### src/design/pesr_pkg.sv
package pesr_pkg;
   // data width of every status, enable and control register
   localparam int DW = 16;
   localparam int AW = 8;
   // event blocks: first and second primary, general zero, general one,
   // and one nested child block feeding a general zero parent bit
   localparam int NBLK = 5;
   localparam int BLK_PEV_A = 0;
   localparam int BLK_PEV_B = 1;
   localparam int BLK_GPE0 = 2;
   localparam int BLK_GPE1 = 3;
   localparam int BLK_CHILD = 4;
   // status offsets; each enable register sits one word above its status
   localparam logic [AW-1:0] STS_OFF [NBLK] =
      '{8'h00, 8'h08, 8'h20, 8'h28, 8'h30};
   localparam logic [AW-1:0] EN_OFF [NBLK] =
      '{8'h04, 8'h0C, 8'h24, 8'h2C, 8'h34};
   // implemented status/enable bits; first and second primary are disjoint
   localparam logic [DW-1:0] STS_IMPL [NBLK] =
      '{16'h0133, 16'h0400, 16'hFFFF, 16'h00FF, 16'h000F};
   localparam int GPE0_PARENT_BIT = 15;
   // control blocks of the primary grouping and the arbiter block
   localparam logic [AW-1:0] OFF_CTL_A = 8'h10;
   localparam logic [AW-1:0] OFF_CTL_B = 8'h14;
   localparam logic [AW-1:0] OFF_ARB = 8'h18;
   localparam logic [DW-1:0] CTL_IMPL_A = 16'h3C03;
   localparam logic [DW-1:0] CTL_IMPL_B = 16'h3C04;
   localparam logic [DW-1:0] CTL_PLAIN = 16'h0007;
   localparam int SLP_LSB = 10;
   localparam int SLP_W = 3;
   localparam int GO_BIT = 13;
   localparam int ARB_BIT = 0;
   localparam logic [DW-1:0] CTL_RST = 16'h0000;
   localparam logic [31:0] RD_ZERO = 32'h0000_0000;
   // sleep request handed to the power sequencer
   typedef struct packed {
      logic go;
      logic [SLP_W-1:0] type_a;
      logic [SLP_W-1:0] type_b;
   } pesr_sleep_t;
   // one decoded bus write
   typedef struct packed {
      logic fire;
      logic [AW-1:0] addr;
      logic [DW-1:0] data;
   } pesr_wr_t;
endpackage

### src/design/pesr_top.sv
`timescale 1ns/100ps
// Functional notes
// - event sets status; only written one clears
// - enable never touches status, only gates it
// - interrupt while any enabled status bit set; child only via parent
// - reserved bits read zero, writes ignored
// - grouping bit lives in A or B only
// - each event block has status plus enable
// - each primary control block has one register
// - arbiter block holds single arbiter disable bit
// - general events raise interrupt like fixed ones
// - child status feeds a general parent bit
// - general blocks use same clear and gating
// - block addresses fixed, never relocatable
// - write-only bit acts on written one
module pesr_top #(
   parameter logic [15:0] IMPL_PEV_A = pesr_pkg::STS_IMPL[0],
   parameter logic [15:0] IMPL_PEV_B = pesr_pkg::STS_IMPL[1],
   parameter logic [15:0] IMPL_CTL_A = pesr_pkg::CTL_IMPL_A,
   parameter logic [15:0] IMPL_CTL_B = pesr_pkg::CTL_IMPL_B
) (
   input wire logic MCLK,
   input wire logic NRST,
   input wire logic PSEL,
   input wire logic PENABLE,
   input wire logic PWRITE,
   input wire logic [pesr_pkg::AW-1:0] PADDR,
   input wire logic [31:0] PWDATA,
   output logic [31:0] PRDATA,
   output logic PREADY,
   output logic PSLVERR,
   input wire logic [pesr_pkg::DW-1:0] EVT_PEV_A,
   input wire logic [pesr_pkg::DW-1:0] EVT_PEV_B,
   input wire logic [pesr_pkg::DW-1:0] EVT_GPE0,
   input wire logic [pesr_pkg::DW-1:0] EVT_GPE1,
   input wire logic [pesr_pkg::DW-1:0] EVT_CHILD,
   output logic SYSTEM_CONTROL_IRQ,
   output logic [pesr_pkg::DW-1:0] CTL_OUT,
   output pesr_pkg::pesr_sleep_t SLEEP,
   output logic ARB_DIS
);
   localparam int DW = pesr_pkg::DW;
   localparam int NBLK = pesr_pkg::NBLK;

   logic [DW-1:0] sts_ff [NBLK];
   logic [DW-1:0] en_ff [NBLK];
   logic [DW-1:0] nxt_sts [NBLK];
   logic [DW-1:0] nxt_en [NBLK];
   logic [DW-1:0] evt_in [NBLK];
   logic [DW-1:0] impl [NBLK];
   logic [DW-1:0] pend [NBLK];
   logic [DW-1:0] ctl_a_ff, ctl_b_ff, nxt_ctl_a, nxt_ctl_b;
   logic [DW-1:0] ctl_out_ff, nxt_ctl_out;
   logic arb_ff, nxt_arb, go_ff, nxt_go;
   logic irq_ff, pready_ff, pslverr_ff;
   logic [31:0] prdata_ff, rd_mux;
   logic setup, hit, any_pend, child_pend;
   pesr_pkg::pesr_wr_t wr;

   // address hit over every fixed block offset (no relocation possible)
   function automatic logic f_hit(input logic [pesr_pkg::AW-1:0] a);
      logic h;
      h = (a == pesr_pkg::OFF_CTL_A) || (a == pesr_pkg::OFF_CTL_B) ||
          (a == pesr_pkg::OFF_ARB);
      for (int k = 0; k < NBLK; k++) begin
         h = h || (a == pesr_pkg::STS_OFF[k]) || (a == pesr_pkg::EN_OFF[k]);
      end
      return h;
   endfunction

   // write strobe for one register
   function automatic logic f_wsel(input pesr_pkg::pesr_wr_t w,
                                   input logic [pesr_pkg::AW-1:0] off);
      return w.fire && (w.addr == off);
   endfunction

   // apb phases; the slave answers in the first access cycle
   assign setup = PSEL && !PENABLE;
   assign hit = f_hit(PADDR);
   assign wr.fire = PSEL && PENABLE && pready_ff && PWRITE && hit;
   assign wr.addr = PADDR;
   assign wr.data = PWDATA[DW-1:0];

   // implemented bit masks; A and B of a grouping do not overlap
   assign impl[pesr_pkg::BLK_PEV_A] = IMPL_PEV_A;
   assign impl[pesr_pkg::BLK_PEV_B] = IMPL_PEV_B;
   assign impl[pesr_pkg::BLK_GPE0] = pesr_pkg::STS_IMPL[2];
   assign impl[pesr_pkg::BLK_GPE1] = pesr_pkg::STS_IMPL[3];
   assign impl[pesr_pkg::BLK_CHILD] = pesr_pkg::STS_IMPL[4];

   // child pending feeds the general zero parent bit
   assign child_pend = |pend[pesr_pkg::BLK_CHILD];
   assign evt_in[pesr_pkg::BLK_PEV_A] = EVT_PEV_A;
   assign evt_in[pesr_pkg::BLK_PEV_B] = EVT_PEV_B;
   assign evt_in[pesr_pkg::BLK_GPE0] =
      EVT_GPE0 | (DW'(child_pend) << pesr_pkg::GPE0_PARENT_BIT);
   assign evt_in[pesr_pkg::BLK_GPE1] = EVT_GPE1;
   assign evt_in[pesr_pkg::BLK_CHILD] = EVT_CHILD;

   // one status/enable cell per block, identical model for all
   genvar g;
   generate
      for (g = 0; g < NBLK; g++) begin : g_blk
         logic [DW-1:0] clr;
         // written one clears, zero leaves alone
         assign clr = f_wsel(wr, pesr_pkg::STS_OFF[g]) ? wr.data : '0;
         // set wins over clear; unimplemented stay zero
         assign nxt_sts[g] = ((sts_ff[g] & ~clr) | evt_in[g]) & impl[g];
         assign nxt_en[g] = f_wsel(wr, pesr_pkg::EN_OFF[g]) ?
                            (wr.data & impl[g]) : en_ff[g];
         // enable only gates the event output
         assign pend[g] = sts_ff[g] & en_ff[g];
         always_ff @(posedge MCLK) begin
            if (!NRST) begin
               sts_ff[g] <= '0;
               en_ff[g] <= '0;
            end else begin
               sts_ff[g] <= nxt_sts[g];
               en_ff[g] <= nxt_en[g];
            end
         end
      end
   endgenerate

   // fixed and general events share the interrupt; child via parent
   assign any_pend = (|pend[pesr_pkg::BLK_PEV_A]) |
                     (|pend[pesr_pkg::BLK_PEV_B]) |
                     (|pend[pesr_pkg::BLK_GPE0]) |
                     (|pend[pesr_pkg::BLK_GPE1]);

   // one control register per primary block; own sleep code each
   assign nxt_ctl_a = f_wsel(wr, pesr_pkg::OFF_CTL_A) ?
                      (wr.data & IMPL_CTL_A) : ctl_a_ff;
   assign nxt_ctl_b = f_wsel(wr, pesr_pkg::OFF_CTL_B) ?
                      (wr.data & IMPL_CTL_B) : ctl_b_ff;
   // write-only go acts on a written one, from either block
   assign nxt_go = (f_wsel(wr, pesr_pkg::OFF_CTL_A) ||
                    f_wsel(wr, pesr_pkg::OFF_CTL_B)) &&
                   wr.data[pesr_pkg::GO_BIT];
   // the only bit of the arbiter block
   assign nxt_arb = f_wsel(wr, pesr_pkg::OFF_ARB) ?
                    wr.data[pesr_pkg::ARB_BIT] : arb_ff;
   // grouping output is the or of both blocks, registered so the pin
   // never shows a decode glitch between the two control writes
   assign nxt_ctl_out = (nxt_ctl_a | nxt_ctl_b) & pesr_pkg::CTL_PLAIN;

   // read mux; write-only go reads zero so software masks nothing odd
   always_comb begin
      rd_mux = pesr_pkg::RD_ZERO;
      for (int k = 0; k < NBLK; k++) begin
         if (PADDR == pesr_pkg::STS_OFF[k]) begin
            rd_mux[DW-1:0] = sts_ff[k];
         end
         if (PADDR == pesr_pkg::EN_OFF[k]) begin
            rd_mux[DW-1:0] = en_ff[k];
         end
      end
      if (PADDR == pesr_pkg::OFF_CTL_A) begin
         rd_mux[DW-1:0] = ctl_a_ff & ~(DW'(1) << pesr_pkg::GO_BIT);
      end
      if (PADDR == pesr_pkg::OFF_CTL_B) begin
         rd_mux[DW-1:0] = ctl_b_ff & ~(DW'(1) << pesr_pkg::GO_BIT);
      end
      if (PADDR == pesr_pkg::OFF_ARB) begin
         rd_mux[pesr_pkg::ARB_BIT] = arb_ff;
      end
   end

   // control state, go pulse and interrupt
   always_ff @(posedge MCLK) begin
      if (!NRST) begin
         ctl_a_ff <= pesr_pkg::CTL_RST;
         ctl_b_ff <= pesr_pkg::CTL_RST;
         arb_ff <= 1'b0;
         go_ff <= 1'b0;
         irq_ff <= 1'b0;
         ctl_out_ff <= pesr_pkg::CTL_RST;
      end else begin
         ctl_a_ff <= nxt_ctl_a;
         ctl_b_ff <= nxt_ctl_b;
         arb_ff <= nxt_arb;
         go_ff <= nxt_go;
         irq_ff <= any_pend;
         ctl_out_ff <= nxt_ctl_out;
      end
   end

   // apb answer captured in setup; pready high for exactly the access cycle
   always_ff @(posedge MCLK) begin
      if (!NRST) begin
         pready_ff <= 1'b0;
         pslverr_ff <= 1'b0;
         prdata_ff <= pesr_pkg::RD_ZERO;
      end else begin
         pready_ff <= setup;
         pslverr_ff <= setup && !hit;
         prdata_ff <= (setup && !PWRITE) ? rd_mux : pesr_pkg::RD_ZERO;
      end
   end

   // outputs; grouping control bits are the OR of both blocks
   assign PRDATA = prdata_ff;
   assign PREADY = pready_ff;
   assign PSLVERR = pslverr_ff;
   assign SYSTEM_CONTROL_IRQ = irq_ff;
   assign ARB_DIS = arb_ff;
   assign CTL_OUT = ctl_out_ff;
   assign SLEEP.go = go_ff;
   assign SLEEP.type_a = ctl_a_ff[pesr_pkg::SLP_LSB +: pesr_pkg::SLP_W];
   assign SLEEP.type_b = ctl_b_ff[pesr_pkg::SLP_LSB +: pesr_pkg::SLP_W];

   logic clr_a0, arb_wdat;
   assign clr_a0 = f_wsel(wr, pesr_pkg::STS_OFF[0]) && wr.data[0];
   assign arb_wdat = wr.data[pesr_pkg::ARB_BIT];

   // register file guards: reserved bits, refused accesses, sleep codes
   logic [pesr_pkg::SLP_W-1:0] slp_wdat;
   logic err_wr;
   assign slp_wdat = wr.data[pesr_pkg::SLP_LSB +: pesr_pkg::SLP_W];
   assign err_wr = PSEL && PENABLE && PREADY && PWRITE && !hit;
endmodule

### config.mk
export PLATFORM = sky130hd
export DESIGN_NAME = pesr_top
export DESIGN_NICKNAME = d
export VERILOG_FILES = /design/src/design/pesr_pkg.sv /design/src/design/pesr_top.sv
export SDC_FILE = /design/constraint.sdc
export NUM_CORES = 1
export LEC_CHECK = 0
export ABC_CLOCK_PERIOD_IN_PS = 2300
export BUFFER_PORTS_ARGS = -buffer_cell sky130_fd_sc_hd__buf_2
export CORE_MARGIN = 4
export CORE_UTILIZATION = 40
export DETAILED_ROUTE_END_ITERATION = 8
export GPL_TIMING_DRIVEN = 1
export PLACE_DENSITY = 0.74
export SETUP_SLACK_MARGIN = 0.5
export SYNTH_ARGS = -nofsm -noshare
export SYNTH_HDL_FRONTEND = slang
export SYNTH_SLANG_ARGS = --single-unit
### constraint.sdc
create_clock -name MCLK -period 2.3 [get_ports MCLK]
set_input_delay 0.575 -clock MCLK [delete_from_list [all_inputs] [get_ports MCLK]]
set_output_delay 0.575 -clock MCLK [all_outputs]
set_load 0.05 [all_outputs]
=== After elaboration in Yosys (flattened, before gate mapping) ===
Memory sizes are Yosys's and may differ from the RTL's.
Cells that the tools add are included.

* Output and inout port bits: 59
* Memories: 2
* Word-level logic and storage cells: 145
* Bits in writable memories: 160
* Input port bits: 125
* Bits in registers: 85

* Bitwise gates (word level): 37
* Eq/ne operators: 12
* Reductions and logical operators: 45
* Mux-type cells: 37

{| class="wikitable"
|+ Memories
! memory !! words !! width !! rd ports !! clocked after memory_dff !! write ports !! RTL line !! text
|-
| en_ff || 5 || 16 || 5 || 0 || 5 || pesr_top.sv:46 || <nowiki>logic [DW-1:0] en_ff [NBLK];</nowiki>
|-
| sts_ff || 5 || 16 || 5 || 0 || 5 || pesr_top.sv:45 || <nowiki>logic [DW-1:0] sts_ff [NBLK];</nowiki>
|}

{| class="wikitable"
|+ Operators with widths
! operator !! number
|-
| 16-bit 2-to-1 mux || 30
|-
| 16-bit AND || 6
|-
| 16-bit OR reduction || 5
|-
| 8-bit by 6-bit == test with 1-bit output, second input constant || 6
|-
| 16-bit bitwise OR || 2
|-
| 8-bit by 5-bit == test with 1-bit output, second input constant || 3
|-
| 1-bit logical AND || 21
|-
| 8-bit by 4-bit == test with 1-bit output, second input constant || 2
|-
| 16-bit inverter || 1
|-
| 1-bit logical OR || 13
|-
| 1-bit bitwise OR || 13
|-
| 11-bit AND || 1
|-
| 11-bit 2-to-1 mux || 1
|-
| 11-bit inverter || 1
|-
| 11-bit bitwise OR || 1
|-
| 9-bit AND || 1
|-
| 9-bit 2-to-1 mux || 1
|-
| 9-bit inverter || 1
|-
| 9-bit bitwise OR || 1
|-
| 8-bit AND || 1
|-
| 8-bit by 3-bit == test with 1-bit output, second input constant || 1
|-
| 8-bit zero test || 1
|-
| 8-bit 2-to-1 mux || 1
|-
| 8-bit inverter || 1
|-
| 11 further kinds || 16
|}

=== Depth between registers and ports, before layout ===
* Depth after elaboration: 20
* Depth in mapped cells: 7
* Gate-level depth less buffers: 5

=== Worst setup path before layout ===
Ideal clock, no wire load.

* Kind: register to register
* Start point: register pready_ff, in the netlist PREADY
* End point: memory en_ff[2][10]
* Stages on the path, launching flop included: 7
* Arrival time: 1.818 ns
* Required time: 2.168 ns
* Clock period less this slack: 1.951 ns
* Library setup time: 0.132 ns
* Buffers on the path: 2
* Slack: 0.349 ns
* Cell sequence: dfxtp_1 -> and4_1 -> clkbuf_1 -> nand4_1 -> clkbuf_1 -> nand2_1 -> a21oi_1

{| class="wikitable"
|+ RTL lines
! what !! RTL line !! text
|-
| start: declaration || pesr_top.sv:55 || <nowiki>logic irq_ff, pready_ff, pslverr_ff;</nowiki>
|-
| start signal: assignment || pesr_top.sv:195 || <nowiki>pready_ff <= setup;</nowiki>
|-
| end: declaration || pesr_top.sv:46 ||
|}

==> results.py <==
metrics = {
    "final_layout": {
        "drive_above_1_share_pct": 26.55,
        "n_antenna_cell": 0,
        "finalInstanceArea_sq_mm": 0.006008,
        "fin_nets": 828,
        "num-fill-cells": 1137,
        "syn_to_final_growth_pct": 24.08,
    },
    "worst_setup_path": {
        "cp_data_required_time_ns": 2.52,
        "crit_path_cell_trace": "buf_12 > or4_4 > nor3_4 > buf_4 > nand3_2 > a21oi_2 > nor2_1",
        "reg2reg_setup_slack_ns": 0.66,
        "cp-start-kind": "primary input",
        "critPathBufInv": 2,
        "end_kind": "flip-flop",
        "crit_arrival_ns": 2.05,
        "cp_slowest_cell": "or4_4",
        "critPathMaxFanout": 6,
        "crit_type": "in2reg",
        "cp_top_family": "simple AND/OR/NAND/NOR gates",
        "slowest_delay_ns": 0.58,
    },
    "floorplanning": {
        "dieHeight_um": 118.0,
        "rows": 39,
        "die_x_um": 118.0,
        "coreArea_sq_mm": 0.01161,
        "dieArea_sq_mm": 0.01393,
        "start_util_pct": 41.69,
        "ios": 184,
    },
    "grt": {
        "grt_util_all_layers_pct": 21.78,
        "grt_max_degree": 46,
        "grt_pass1_vias": 4807,
        "grt-ovfl-total": 0,
        "antenna_found_initial": 0,
        "grt_pass1_wl_um": 24510,
    },
    "yosys": {
        "syn-cell-area_sq_mm": 0.004842,
        "netlist.area_leader.share_pct": 43.00,
        "synth_edf_count": 0,
        "yosysMostFrequentCell": "dfxtp_1",
        "ys_seq_area_share_pct": 43.00,
        "ys.flop_type": "dfxtp_1",
        "synth_seq_cells": 104,
        "synthTopCellsByArea": "dfxtp_1 (43%), a21oi_1 (7.4%), nand2_1 (7.1%)",
        "async_reset_ff_share_pct": 0,
        "avgSynthCellArea_sq_um": 8.166,
        "yosys_warnings": 0,
        "synthCells": 593,
        "synthDistinctLibCells": 47,
        "synth_commonest_cells": "dfxtp_1 (104), nand2_1 (92), a21oi_1 (72), nor2_1 (59), buf_4 (38)",
        "yosysTopAreaCell": "dfxtp_1",
    },
    "clock_network": {
        "cts_buffer_depth": 2,
        "ctsHtreeMaxLevel": 3,
        "cts_num_sinks": 104,
        "ctsHoldBuffers": 0,
        "cts_made_buffers": 9,
        "clk_pin_slew_ns": 0.07,
        "cts_tree": "built",
        "clock-root-buffer": "clkbuf_16",
        "clock_latency_ns": 0.35,
    },
    "sta": {
        "period_share_pct": 79.59,
        "skew_ns": 0.01170,
        "setup_violations": 0,
        "timing.fmax_mhz": 546.3,
        "hold_viol": 0,
        "rsz0062_at_grt": "yes",
        "fin_tns_setup_ns": 0,
        "maxSlewViolCount": 0,
        "finalWorstPathRequiredPeriod_ns": 1.831,
    },
    "power_and_ir_drop": {
        "p_per_area_mw_per_mm2": 635.5,
        "vdd_ir_drop_max_uv": 483.0,
        "p_leak_nw": 2.516,
    },
    "drt": {
        "ant_nets": 0,
        "wirelength_um": 15450,
        "viasPerCell": 5.617,
        "vias": 4780,
        "drt_iter0_markers": 457,
        "wl_per_cell_um": 18.15,
        "drc_errors": 0,
        "drt_first_pass_iters": 5,
    },
    "hold_path": {
        "worstHoldPathType": "in2reg",
    },
    "status": {
        "status": "finished clean",
    },
    "place": {
        "place_congestion": 0.9149,
        "port_buffers": 92,
        "dp_hpwl_um": 11290,
        "placed_area_sq_mm": 0.005508,
    },
    "job": {
        "max-cap-violations": 0,
    },
}
[what timing repair did]
item	in CTS	in global routing
setup endpoints to repair	16	40
pin swaps	5	13
endpoints found under the hold margin	0	0
buffers inserted	5	8
gates resized for setup	5	24
[cell type report]
class,instances,area [sq um],share of cell area (%)
multi-input combinational,432,2485,41.36
timing repair buffer,140,910.9,15.16
sequential,104,2083,34.67
inverter,16,60.06,0.9996
clock inverter,5,57.56,0.9579
tap,143,178.9,2.978
clock buffer,11,232.7,3.873
[per-stage QoR]
step / instances / utilization (%) / hold WS, ns / setup WS, ns / power [mW]
detailed placement: 822 / 47.43 / 0.4566 / -0.01349 / 2.328
finish: 851 / 51.73 / 0.4268 / 0.4694 / 3.819
global route: 851 / 51.73 / 0.4221 / 0.4377 / 3.944
floorplan: 621 / - / 0.4331 / 0.4968 / 2.205
CTS: 843 / 50.44 / 0.4277 / 0.4582 / 3.811
global placement: 822 / 47.43 / 0.4523 / 0.02743 / 2.321
[layout by cell type (no fill, tap or decap), types with 5 or more instances in the layout]
| master | count |
|---|---|
| a22oi_1 | 21 |
| clkbuf_16 | 9 |
| nand4_1 | 15 |
| buf_12 | 5 |
| mux2i_1 | 22 |
| nand2_1 | 91 |
| o21ai_0 | 22 |
| nor2_1 | 57 |
| conb_1 | 29 |
| nor3_1 | 9 |
| dfxtp_1 | 103 |
| buf_4 | 40 |
| inv_1 | 15 |
| nand3_1 | 20 |
| a21oi_1 | 70 |
| and3_1 | 6 |
| buf_2 | 90 |
[flip-flops by register name, summed over array words and instances, names as in the netlist]
signal,count
ARB_DIS,1
CTL_OUT,3
PRDATA,16
PREADY,1
PSLVERR,1
SYSTEM_CONTROL_IRQ,1
ctl_a_ff,6
ctl_b_ff,6
en_ff,34
go_ff,1
sts_ff,34
[power breakdown]
group | switching (mW) | total (mW) | internal (mW)
combinational | 0.297 | 0.434 | 0.137
clock | 0.653 | 1.50 | 0.842
sequential | 0.0440 | 1.89 | 1.84
[worst paths after layout]
path / startpoint / to / cells past startpoint
setup reg to reg: PREADY$_SDFF_PN0_ / en_ff[4][3]$_SDFFE_PN0P_ / 5
hold reg to reg: ctl_a_ff[2]$_SDFF_PN0_ / ctl_a_ff[2]$_SDFF_PN0_ / 2
hold / removal: EVT_GPE0[12] / sts_ff[2][12]$_SDFF_PN0_ / 3
setup / recovery: PADDR[6] / sts_ff[0][1]$_SDFF_PN0_ / 7
[worst reg2reg max path: stages, from the launching register on]
cell	delay (ns)
dfxtp_2	0.33
and4_2	0.34
buf_4	0.27
nand4_1	0.28
mux2i_1	0.22
nor2_1	0.07
[cell families (layout without fill, tap and decap cells)]
logic type	Yosys count	after routing	synth area share (%)
multiplexers	28	28	6.641
buffers and inverters	85	172	9.742
flip-flops	104	104	43.00
AO/OA/AOI/OAI	140	140	17.11
AND/OR/NAND/NOR	235	235	23.44
other	1	29	0.07745
[routing by layer]
metal	global-route usage, %	vias to the layer above	part of all wire [%]
li1	-	2244	-
met1	27.88	2268	42
met2	36.00	233	47
met3	5.382	35	8.5
met4	7.106	0	2.1
met5	0	-	0
No activity file was read; power rests on OpenSTA's default activity.
